===== src/hdl/rt_regs_pkg.sv =====
// constants and carriers for the runtime override register slice
package rt_regs_pkg;
   localparam logic [7:0] FMC_OFS     = 8'h1E;
   localparam logic [7:0] RATE_OFS    = 8'h1F;
   localparam logic [7:0] SER1_OFS    = 8'h20;
   localparam logic [7:0] SER2_OFS    = 8'h21;
   localparam logic [7:0] KILL_OFS    = 8'h22;
   localparam logic [1:0] FMC_RST     = 2'h3;
   localparam logic [7:0] KILL_RST    = 8'h00;
   localparam logic [7:0] SHADOW_RST  = 8'h00;
   localparam logic [7:0] KILL_MASK   = 8'hF9;
   localparam logic [7:0] RATE_MASK   = 8'hDF;
   localparam logic [7:0] FIFO_MASK   = 8'hCF;
   localparam logic [1:0] LOCK_CFG_RO = 2'h1;
   localparam int         DRIVES      = 2;
   localparam int         FUNCS       = 5;
   localparam int         KILL_WP_BIT = 0;
   localparam int         KILL_FN_LSB = 3;
   localparam int         SHADOWS     = 3;
   localparam int         PIN_SYNCS   = 3;

   typedef struct packed {
      logic [7:0] addr;
      logic [7:0] wdata;
      logic       wr;
      logic       rd;
   } reg_req_t;

   typedef struct packed {
      logic       rate_wr;
      logic       ser1_wr;
      logic       ser2_wr;
      logic [7:0] data;
   } shadow_wr_t;

   typedef struct packed {
      logic step_n;
      logic sel1_n;
      logic sel0_n;
   } drive_lines_t;
endpackage : rt_regs_pkg


===== src/hdl/floppy_override_device_disable_regs.sv =====
// forced media change, shadows and function kill switch registers
// What this block does
// - per-drive forced change flags, reset 0x03
// - software sets flags, never clears them
// - step with drive 0 selected clears flag 0
// - step with drive 1 selected clears flag 1
// - change status ORs selected flags and pin
// - floppy rate shadow, bit 5 reserved
// - first serial FIFO control shadow
// - second serial shadow, bits 5:4 reserved
// - kill bits override activate bits, reset 0x00
// - bits 3..7 floppy, midi, ser2, ser1, parallel
// - kill bit 0 forces write protect
// - write protect ORs four terms
// - kill bits 2:1 read zero
module floppy_override_device_disable_regs (
   input  wire logic                      MCLK,
   input  wire logic                      RESETN,
   input  wire logic                      STBY_RESETN,
   input  wire logic                      CE,
   input  wire rt_regs_pkg::reg_req_t     REG_REQ,
   output logic      [7:0]                RD_DATA,
   input  wire rt_regs_pkg::drive_lines_t DRIVE,
   input  wire logic                      MEDIA_CHANGE_IN_N,
   input  wire logic                      WRITE_PROTECT_LINE_N,
   input  wire logic                      LOCK_CONTROL_PIN,
   input  wire logic [1:0]                LOCK_CFG,
   input  wire logic                      FORCE_WP,
   input  wire rt_regs_pkg::shadow_wr_t   SHADOW_WR,
   input  wire logic [4:0]                ACTIVATE,
   output logic                           MEDIA_CHANGE_STATUS,
   output logic                           WRITE_PROTECT_CORE,
   output logic      [4:0]                FUNC_ENABLE,
   output logic                           KILL_LOCKED
);
   import rt_regs_pkg::*;

   localparam logic [7:0] SH_MASK [SHADOWS] = '{RATE_MASK, FIFO_MASK,
                                                 FIFO_MASK};

   logic [DRIVES-1:0]    fmc_q;
   logic [DRIVES-1:0]    fmc_d;
   logic [DRIVES-1:0]    fmc_set;
   logic [DRIVES-1:0]    fmc_clr;
   logic [DRIVES-1:0]    drv_sel;
   logic [7:0]           kill_q;
   logic [7:0]           kill_d;
   logic                 step_q;
   logic                 step_act;
   logic                 step_pulse;
   logic [PIN_SYNCS-1:0] pin_raw;
   logic [PIN_SYNCS-1:0] pin_s;
   logic                 chg_pin_s;
   logic                 wp_pin_s;
   logic                 lock_pin_s;
   logic                 locked;
   logic                 fmc_wr;
   logic                 kill_wr;
   logic [SHADOWS-1:0]   sh_wr;
   logic [7:0]           sh_q [SHADOWS];
   logic [7:0]           rd_mux;
   logic                 chg_d;
   logic                 wp_d;
   logic [FUNCS-1:0]     en_d;
   logic                 rd_data_en;

   // pin inputs into the clock domain
   assign pin_raw = {LOCK_CONTROL_PIN, ~WRITE_PROTECT_LINE_N,
                     ~MEDIA_CHANGE_IN_N};

   pin_sync #(
      .W (PIN_SYNCS)
   ) u_pins (
      .clk   (MCLK),
      .rst_n (RESETN),
      .ce    (CE),
      .d     (pin_raw),
      .q     (pin_s)
   );

   assign chg_pin_s  = pin_s[0];
   assign wp_pin_s   = pin_s[1];
   assign lock_pin_s = pin_s[2];

   // drive lines come from the floppy core, same clock
   assign drv_sel    = {~DRIVE.sel1_n, ~DRIVE.sel0_n};
   assign step_act   = ~DRIVE.step_n;
   assign step_pulse = step_act & ~step_q;

   // address decode
   assign fmc_wr  = REG_REQ.wr && (REG_REQ.addr == FMC_OFS);
   assign locked  = (LOCK_CFG == LOCK_CFG_RO) && lock_pin_s;
   assign kill_wr = REG_REQ.wr && (REG_REQ.addr == KILL_OFS)
                    && !locked;

   // forced media change flags, one per drive
   genvar gi;
   generate
      for (gi = 0; gi < DRIVES; gi++) begin : g_drv
         assign fmc_set[gi] = fmc_wr && REG_REQ.wdata[gi];
         assign fmc_clr[gi] = step_pulse && drv_sel[gi];
         // a set in the same cycle as a clear wins
         assign fmc_d[gi]   = fmc_set[gi] | (fmc_q[gi] & ~fmc_clr[gi]);
      end
   endgenerate

   always_ff @(posedge MCLK or negedge RESETN) begin
      if (!RESETN) begin
         fmc_q  <= FMC_RST;
         step_q <= 1'b0;
      end else if (CE) begin
         fmc_q  <= fmc_d;
         step_q <= step_act;
      end
   end

   // function kill switch on the standby reset
   assign kill_d = REG_REQ.wdata & KILL_MASK;

   always_ff @(posedge MCLK or negedge STBY_RESETN) begin
      if (!STBY_RESETN) begin
         kill_q <= KILL_RST;
      end else if (CE && kill_wr) begin
         kill_q <= kill_d;
      end
   end

   // shadows of floppy rate and serial FIFO control
   assign sh_wr = {SHADOW_WR.ser2_wr, SHADOW_WR.ser1_wr, SHADOW_WR.rate_wr};

   generate
      for (gi = 0; gi < SHADOWS; gi++) begin : g_sh
         shadow_reg #(
            .MASK (SH_MASK[gi])
         ) u_sh (
            .clk   (MCLK),
            .rst_n (RESETN),
            .ce    (CE),
            .wr    (sh_wr[gi]),
            .wdata (SHADOW_WR.data),
            .q     (sh_q[gi])
         );
      end
   endgenerate

   // read selection, unmapped reads zero
   assign rd_mux = (REG_REQ.addr == FMC_OFS)  ? {6'h00, fmc_q} :
                   (REG_REQ.addr == RATE_OFS) ? sh_q[0] :
                   (REG_REQ.addr == SER1_OFS) ? sh_q[1] :
                   (REG_REQ.addr == SER2_OFS) ? sh_q[2] :
                   (REG_REQ.addr == KILL_OFS) ? kill_q : 8'h00;
   assign rd_data_en = REG_REQ.rd;

   // outputs toward the floppy core and logical devices
   assign chg_d = (drv_sel[0] & fmc_q[0]) | (drv_sel[1] & fmc_q[1])
                  | chg_pin_s;
   assign wp_d  = (drv_sel[0] & FORCE_WP) | (drv_sel[1] & FORCE_WP)
                  | wp_pin_s | kill_q[KILL_WP_BIT];
   assign en_d  = ACTIVATE & ~kill_q[7:KILL_FN_LSB];

   always_ff @(posedge MCLK or negedge RESETN) begin
      if (!RESETN) begin
         RD_DATA             <= 8'h00;
         MEDIA_CHANGE_STATUS <= 1'b0;
         WRITE_PROTECT_CORE  <= 1'b0;
         FUNC_ENABLE         <= 5'h00;
         KILL_LOCKED         <= 1'b0;
      end else if (CE) begin
         RD_DATA             <= rd_data_en ? rd_mux : 8'h00;
         MEDIA_CHANGE_STATUS <= chg_d;
         WRITE_PROTECT_CORE  <= wp_d;
         FUNC_ENABLE         <= en_d;
         KILL_LOCKED         <= locked;
      end
   end
endmodule : floppy_override_device_disable_regs


===== src/hdl/pin_sync.sv =====
// two-stage synchroniser for pin inputs
module pin_sync #(
   parameter int W = 1
) (
   input  wire logic         clk,
   input  wire logic         rst_n,
   input  wire logic         ce,
   input  wire logic [W-1:0] d,
   output logic      [W-1:0] q
);
   import rt_regs_pkg::*;
   logic [W-1:0] meta_q;

   always_ff @(posedge clk or negedge rst_n) begin
      if (!rst_n) begin
         meta_q <= '0;
         q      <= '0;
      end else if (ce) begin
         meta_q <= d;
         q      <= meta_q;
      end
   end
endmodule : pin_sync


===== src/hdl/shadow_reg.sv =====
// read-only shadow of a byte written elsewhere
module shadow_reg #(
   parameter logic [7:0] MASK = 8'hFF
) (
   input  wire logic       clk,
   input  wire logic       rst_n,
   input  wire logic       ce,
   input  wire logic       wr,
   input  wire logic [7:0] wdata,
   output logic      [7:0] q
);
   import rt_regs_pkg::*;

   always_ff @(posedge clk or negedge rst_n) begin
      if (!rst_n) begin
         q <= SHADOW_RST;
      end else if (ce && wr) begin
         q <= wdata & MASK;
      end
   end
endmodule : shadow_reg


===== config.mk =====
export PLATFORM = sky130hd
export DESIGN_NAME = floppy_override_device_disable_regs
export DESIGN_NICKNAME = d
export VERILOG_FILES = /design/src/hdl/rt_regs_pkg.sv /design/src/hdl/floppy_override_device_disable_regs.sv /design/src/hdl/pin_sync.sv /design/src/hdl/shadow_reg.sv
export SDC_FILE = /design/constraint.sdc
export NUM_CORES = 1
export LEC_CHECK = 0
export BUFFER_PORTS_ARGS = -buffer_cell sky130_fd_sc_hd__clkbuf_2
export CORE_ASPECT_RATIO = 1.75
export CORE_MARGIN = 5
export CORE_UTILIZATION = 52
export CTS_CLUSTER_SIZE = 20
export DETAILED_ROUTE_END_ITERATION = 10
export PLACE_DENSITY = 0.84
export SLEW_MARGIN = 40
export SYNTH_ARGS = -nofsm -noshare
export SYNTH_HDL_FRONTEND = slang
export SYNTH_SLANG_ARGS = --single-unit
export TNS_END_PERCENT = 100

===== constraint.sdc =====
create_clock -name MCLK -period 1.24 [get_ports MCLK]
set_input_delay 0.186 -clock MCLK [delete_from_list [all_inputs] [get_ports MCLK]]
set_output_delay 0.186 -clock MCLK [all_outputs]
set_load 0.005 [all_outputs]

==> results of run 1 <==
report_power, final:
part / switching [mW] / total [mW] / internal [mW]
Sequential: 0.0778 / 1.86 / 1.78
Combinational: 0.236 / 0.508 / 0.272
Clock: 0.515 / 0.966 / 0.451
Total: 0.829 / 3.33 / 2.50
final timing paths:
| kind | to | startpoint | slack (ns) |
|---|---|---|---|
| setup / recovery | kill_q[4] | REG_REQ[14] | -0.007 |
| hold / removal | u_pins.meta_q[1] | WRITE_PROTECT_LINE_N | 0.05 |
| max in group asynchronous | fmc_q[0] | RESETN | 0.59 |
| min in group asynchronous | kill_q[7] | STBY_RESETN | 0.23 |
| setup reg to reg | kill_q[4] | u_pins.q[2] | 0.06 |
| hold reg to reg | FUNC_ENABLE[4] | kill_q[7] | 0.49 |
critical path: stages:
cell	delay, ns
clkbuf_2	0.09
or4b_4	0.58
nor2_8	0.12
nand4b_4	0.16
mux2_2	0.30
cell usage in the layout (no fill, tap or decap), types with 5 or more instances in the layout:
master / count
clkbuf_2: 60
dfrtp_1: 48
mux2_2: 30
buf_4: 20
inv_1: 17
nor2_1: 13
nand2_1: 11
mux2i_1: 8
a21oi_1: 8
nor2b_1: 7
clkbuf_8: 6
o21ai_0: 5
stage by stage:
| step | power [mW] | cell area [um^2] |
|---|---|---|
| final | 3.33 | 2940 |
| after global routing | 3.50 | 2940 |
| after CTS | 3.36 | 2920 |
| after detailed placement | 2.40 | 2800 |
| after global placement | 2.37 | 2800 |
| after floorplan | 2.15 | 2330 |
routing by layer:
layer	up-vias	part of all wire, %	GRT usage [%]
met5	-	0	0
met4	0	1.4	6.34
met3	6	4.9	4.19
met2	48	58	35.2
met1	865	36	20.8
li1	880	-	-
cells by family after synthesis:
group | after synthesis
AND/OR/NAND/NOR | 52
flip-flops | 50
multiplexers | 38
buffers and inverters | 26
AO/OA/AOI/OAI | 36
registers in the layout, summed over array words and instances (netlist names):
register             cells
FUNC_ENABLE              5
KILL_LOCKED              1
MEDIA_CHANGE_STATUS      1
RD_DATA                  8
WRITE_PROTECT_CORE       1
fmc_q                    2
g_sh.u_sh.q             19
kill_q                   6
step_q                   1
u_pins.meta_q            3
u_pins.q                 3
Yosys cell counts (all sizes together), types with 2 or more instances:
| cell type | count |
|---|---|
| a21boi | 2 |
| nand3 | 3 |
| dfstp | 2 |
| clkbuf | 5 |
| o2111ai | 2 |
| dfrtp | 48 |
| a32o | 2 |
| nand3b | 2 |
| mux2 | 30 |
| a41oi | 3 |
| a21oi | 8 |
| nor2 | 15 |
| o22ai | 4 |
| a31o | 2 |
| or3 | 2 |
| o32ai | 2 |
| and3 | 2 |
| nand2 | 11 |
| mux2i | 8 |
| inv | 17 |
| nor2b | 7 |
| nor4 | 3 |
| buf | 4 |
| o21ai | 6 |
timing repair:
item	in CTS	in global routing
setup buffers	1	0
hold buffers	2	0
endpoints found under the setup margin	6	11
hold endpoints to repair	48	0
gates resized for setup	1	4
pin swaps	2	2
cell type report:
cell class	count	area share, %
inverters	17	2.17
clock buffers	7	2.94
well taps	51	2.17
repair buffers	82	16.0
flip-flops and latches	50	42.7
multi-input cells	126	33.9
clock inverters	1	0.170
==> impl_metrics.yaml, run 1 <==
status:
  status: "finished, violations left"
  failed_checks: "setup timing"
synthesis:
  netlist_instances: 202
  muxShareOfSynthArea_pct: 17.9
  syn_area_per_cell_um2: 11.5
  synth_top_family_by_area: "multiplexers"
  syn_nets: 249
  synth_flop_cell: "dfrtp_1"
  yosys-top-cells-area: "dfrtp_1 (52%), mux2_2 (15%), mux2i_1 (3.4%)"
  synth_warnings: 0
  async_reset_ff_share_pct: 100
  synth-simple-area-share_pct: 13.1
  synth-adder-area-share_pct: 0
  synth-edff-count: 0
  syn-cell-area_mm2: 0.00233
  synth_compound_area_share_pct: 10.8
  synth_xor_area_share_pct: 0
  synth.ff_latch_count: 50
  synth_top_cell_by_area: "dfrtp_1"
  yosysTopAreaCellShare_pct: 51.6
  yosysUniqueCellTypes: 38
  synth_seq_area_share_pct: 53.8
drt:
  antenna_left: 0
  totalWireLength_um: 5200
  drc: 0
  drt-initial-drc-count: 26
  wl_per_cell_um: 15.6
  vias: 1799
  first_pass_iters: 4
  via_per_inst: 5.39
die:
  coreArea_mm2: 0.00436
  die_y_um: 98.5
  dieArea_mm2: 0.00597
  start_util_pct: 53.4
  io_pins: 63
  row_count: 32
  die_w_um: 60.6
clock_tree:
  clockBufferDepth: 2
  worstSkewPairLatency_ns: 0.30
  cts_root_buffer: "clkbuf_8"
  cts_tree: "built"
  ctsHtreeMaxLevel: 2
  cts_buffers: 5
  cts_sinks: 50
  cts.clk_slew.worst_paths_ns: 0.09
worst_setup_path:
  cp-start-kind: "primary input"
  rr_worst_depth: 4
  critical_path_class: "in -> reg"
  cp.arrival_ns: 1.44
  critPathRequiredTime_ns: 1.43
  path_max_fanout: 6
  endpoint_kind: "flip-flop"
layout:
  drive_gt1_share_pct: 45.6
  seqCellArea_mm2: 0.00125
  n_fill_cell: 350
  final_util_pct: 67.3
  fin_cells: 334
  insertedDiodeCount: 0
  areaGrowthSynthToFinish_pct: 26.2
  multi_input_area_um2: 995
  final_nets: 329
global_route:
  grt_start_max_net_pins: 25
  globalRouteTotalUtil_pct: 19.2
  grt.overflow.total: 0
  grt_pass1_wl_um: 8760
  antenna_found_initial: 0
  first_global_vias: 1967
timing:
  fin_skew_ns: 0.00786
  tns_ns: -0.0159
  setup_viol: 3
  relSlewSlack_pct: 78.0
  hold_ws_ns: 0.0506
  grt_setup_unrepaired: "yes"
  fmax_ghz: 0.802
  period_share_pct: 101
  period_needed_ns: 1.25
  worst_slack_ns: -0.00743
  finalMaxSlewViolations: 0
  tightest_slew_ns: 0.330
  hold_viol_final: 0
placement:
  dp_hpwl_um: 4240
  dp_slack_ns: -0.341
  dp.cells: 323
  io_buffers: 60
  place.gp.congestion: 0.865
pwr:
  leakage_nw: 1.46
  power.density_mw_per_mm2: 1130
  ir_worst_vdd_mv: 1.21
worst_hold_path:
  whs_path_depth: 2
  hold_class: "in -> reg"
flow_run:
  maxCapViolCount: 0
No activity file was read; power rests on OpenSTA's default activity.
==> run 2: changes to the inputs <==
--- a/config.mk
+++ b/config.mk
@@ -11,7 +11,7 @@
 export CORE_UTILIZATION = 52
 export CTS_CLUSTER_SIZE = 20
 export DETAILED_ROUTE_END_ITERATION = 10
-export PLACE_DENSITY = 0.84
+export PLACE_DENSITY = 0.79
 export SLEW_MARGIN = 40
 export SYNTH_ARGS = -nofsm -noshare
 export SYNTH_HDL_FRONTEND = slang
==> impl_metrics.yaml, run 2 (same netlist as run 1, synthesis figures left out) <==
die:
  die_y_um: 98.5
  die_w_um: 60.6
  row_count: 32
  start_util_pct: 53.4
  coreArea_mm2: 0.00436
  io_pins: 63
  dieArea_mm2: 0.00597
worst_setup_path:
  critPathRequiredTime_ns: 1.43
  cp-start-kind: "primary input"
  max_stage_delay_ns: 0.58
  rr_endpoint: "kill_q[6]"
  rr_worst_depth: 4
  path_max_fanout: 6
  r2r-start: "u_pins.q[2]"
  endpoint_kind: "flip-flop"
  r2r_slack_ns: 0.03
  crit_path_top_delay_cell: "or4b_4"
  critical_path_class: "in -> reg"
  cp.arrival_ns: 1.46
  crit_chain: "clkbuf_2 > or4b_4 > nor2_8 > nand4b_4 > mux2_2"
  cp_num_buf_inv: 1
  cpLargestDelayFamily: "simple AND/OR/NAND/NOR gates"
  crit_start: "REG_REQ[14]"
global_route:
  grt.overflow.total: 0
  grt_pass1_wl_um: 8220
  met3_usage_pct: 3.15
  antenna_found_initial: 0
  top_usage_layer: "met2"
  met2_usage_pct: 31.9
  globalRouteTotalUtil_pct: 18.0
  first_global_vias: 1853
  grt_start_max_net_pins: 45
  gr-usage-met1_pct: 20.0
timing:
  worst_slack_ns: -0.0326
  hold_viol_final: 0
  relSlewSlack_pct: 79.5
  finalMaxSlewViolations: 0
  tns_ns: -0.156
  period_needed_ns: 1.27
  setup_viol: 6
  period_share_pct: 103
  fin_skew_ns: 0.00749
  grt_setup_unrepaired: "yes"
  tightest_slew_ns: 0.307
  fmax_ghz: 0.786
layout:
  fin_area_mm2: 0.00295
  final_nets: 327
  top_regs: "g_sh.u_sh.q x19, RD_DATA x8, kill_q x6"
  insertedDiodeCount: 0
  mostFrequentLayoutCells: "clkbuf_2 (60), dfrtp_1 (48), mux2_2 (30), inv_1 (17), buf_4 (16)"
  drive_gt1_share_pct: 45.6
  top_register: "g_sh.u_sh.q"
  fin_cells: 332
  areaGrowthSynthToFinish_pct: 26.8
  layout_commonest_cell: "clkbuf_2"
  largest_reg_flops: 19
worst_hold_path:
  hold_class: "in -> reg"
  hold_path_end: "u_pins.meta_q[0]"
  whs_path_depth: 2
  hold_start: "MEDIA_CHANGE_IN_N"
placement:
  dp_hpwl_um: 3970
  place_area_mm2: 0.00279
  dp.cells: 320
  io_buffers: 60
  place.gp.congestion: 0.827
drt:
  drt-initial-drc-count: 32
  vias: 1807
  antenna_left: 0
  first_pass_iters: 4
  via_per_inst: 5.44
  drc: 0
  totalWireLength_um: 5050
  wl_per_cell_um: 15.2
clock_tree:
  cts_root_buffer: "clkbuf_8"
  cts.clk_slew.worst_paths_ns: 0.09
  clockBufferDepth: 2
  cts_sinks: 50
  worstSkewPairLatency_ns: 0.30
  cts_buffers: 5
  cts_tree: "built"
  ctsHtreeMaxLevel: 2
pwr:
  power.density_mw_per_mm2: 1110
  leakage_nw: 1.45
  ir_worst_vdd_mv: 1.02
status:
  failed_checks: "setup timing"
  status: "finished, violations left"
flow_run:
  maxCapViolCount: 0
-- run 2: changes by cell type in the layout (fill, tap and decap cells not counted), sizes merged --
cell	before	now
clkbuf	67	66
clkinv	1	0
buf	20	18
clkinvlp	0	2
-- run 2: worst max path at each step --
stage / endpoint / depth (start not counted) / slack [ns]
final: kill_q[6] / 5 / -0.03
after global routing: kill_q[7] / 5 / -0.09
after CTS: kill_q[4] / 5 / -0.03
after detailed placement: kill_q[4] / 5 / -0.36
after global placement: kill_q[7] / 5 / -0.32
after floorplan: kill_q[0] / 4 / -0.24
-- run 2: layer usage --
metal  routed length (um)  share of wire (%)  vias up
met5                    0                  0        -
met2                 2790                 55       45
met4                  154                3.0        0
met3                  232                4.6       12
met1                 1870                 37      878
li1                     -                  -      872
-- run 2: through the flow --
step	hold WS [ns]	utilization [%]	worst slack (ns)	power, mW
3_3_place_gp	0.0145	63.9	-0.323	2.36
3_5_place_dp	0.0197	63.9	-0.358	2.39
5_1_grt	0.0451	67.6	-0.0884	3.46
6_report	0.0485	67.6	-0.0326	3.28
4_1_cts	0.0457	66.6	-0.0266	3.31
2_1_floorplan	-0.110	-	-0.242	2.15
-- run 2: report_power, final --
group          switching, mW  leakage, nW  internal (mW)
clock                  0.519       0.0374          0.398
combinational          0.233        0.801          0.271
sequential            0.0749        0.616           1.78
-- run 2: timing repair --
action	CTS	global route
buffers inserted	1	1
setup endpoints to repair	7	11
gates resized for setup	1	9
hold buffers	2	0
pin swaps	3	0
hold endpoints to repair	48	0
-- run 2: cell type report --
type | count | area, um^2
Tap cell | 51 | 63.8
Multi-Input combinational cell | 126 | 1010
Inverter | 17 | 63.8
Clock buffer | 6 | 72.6
Timing Repair Buffer | 80 | 472
Clock inverter | 2 | 15.0
Fill cell | 359 | 1410
Sequential cell | 50 | 1250
-- run 2: worst reg2reg max path, delay by kind of cell (launching register included) --
family	cells	cell delay, ns
flops	1	0.35
mux	1	0.35
simple gates	3	0.39
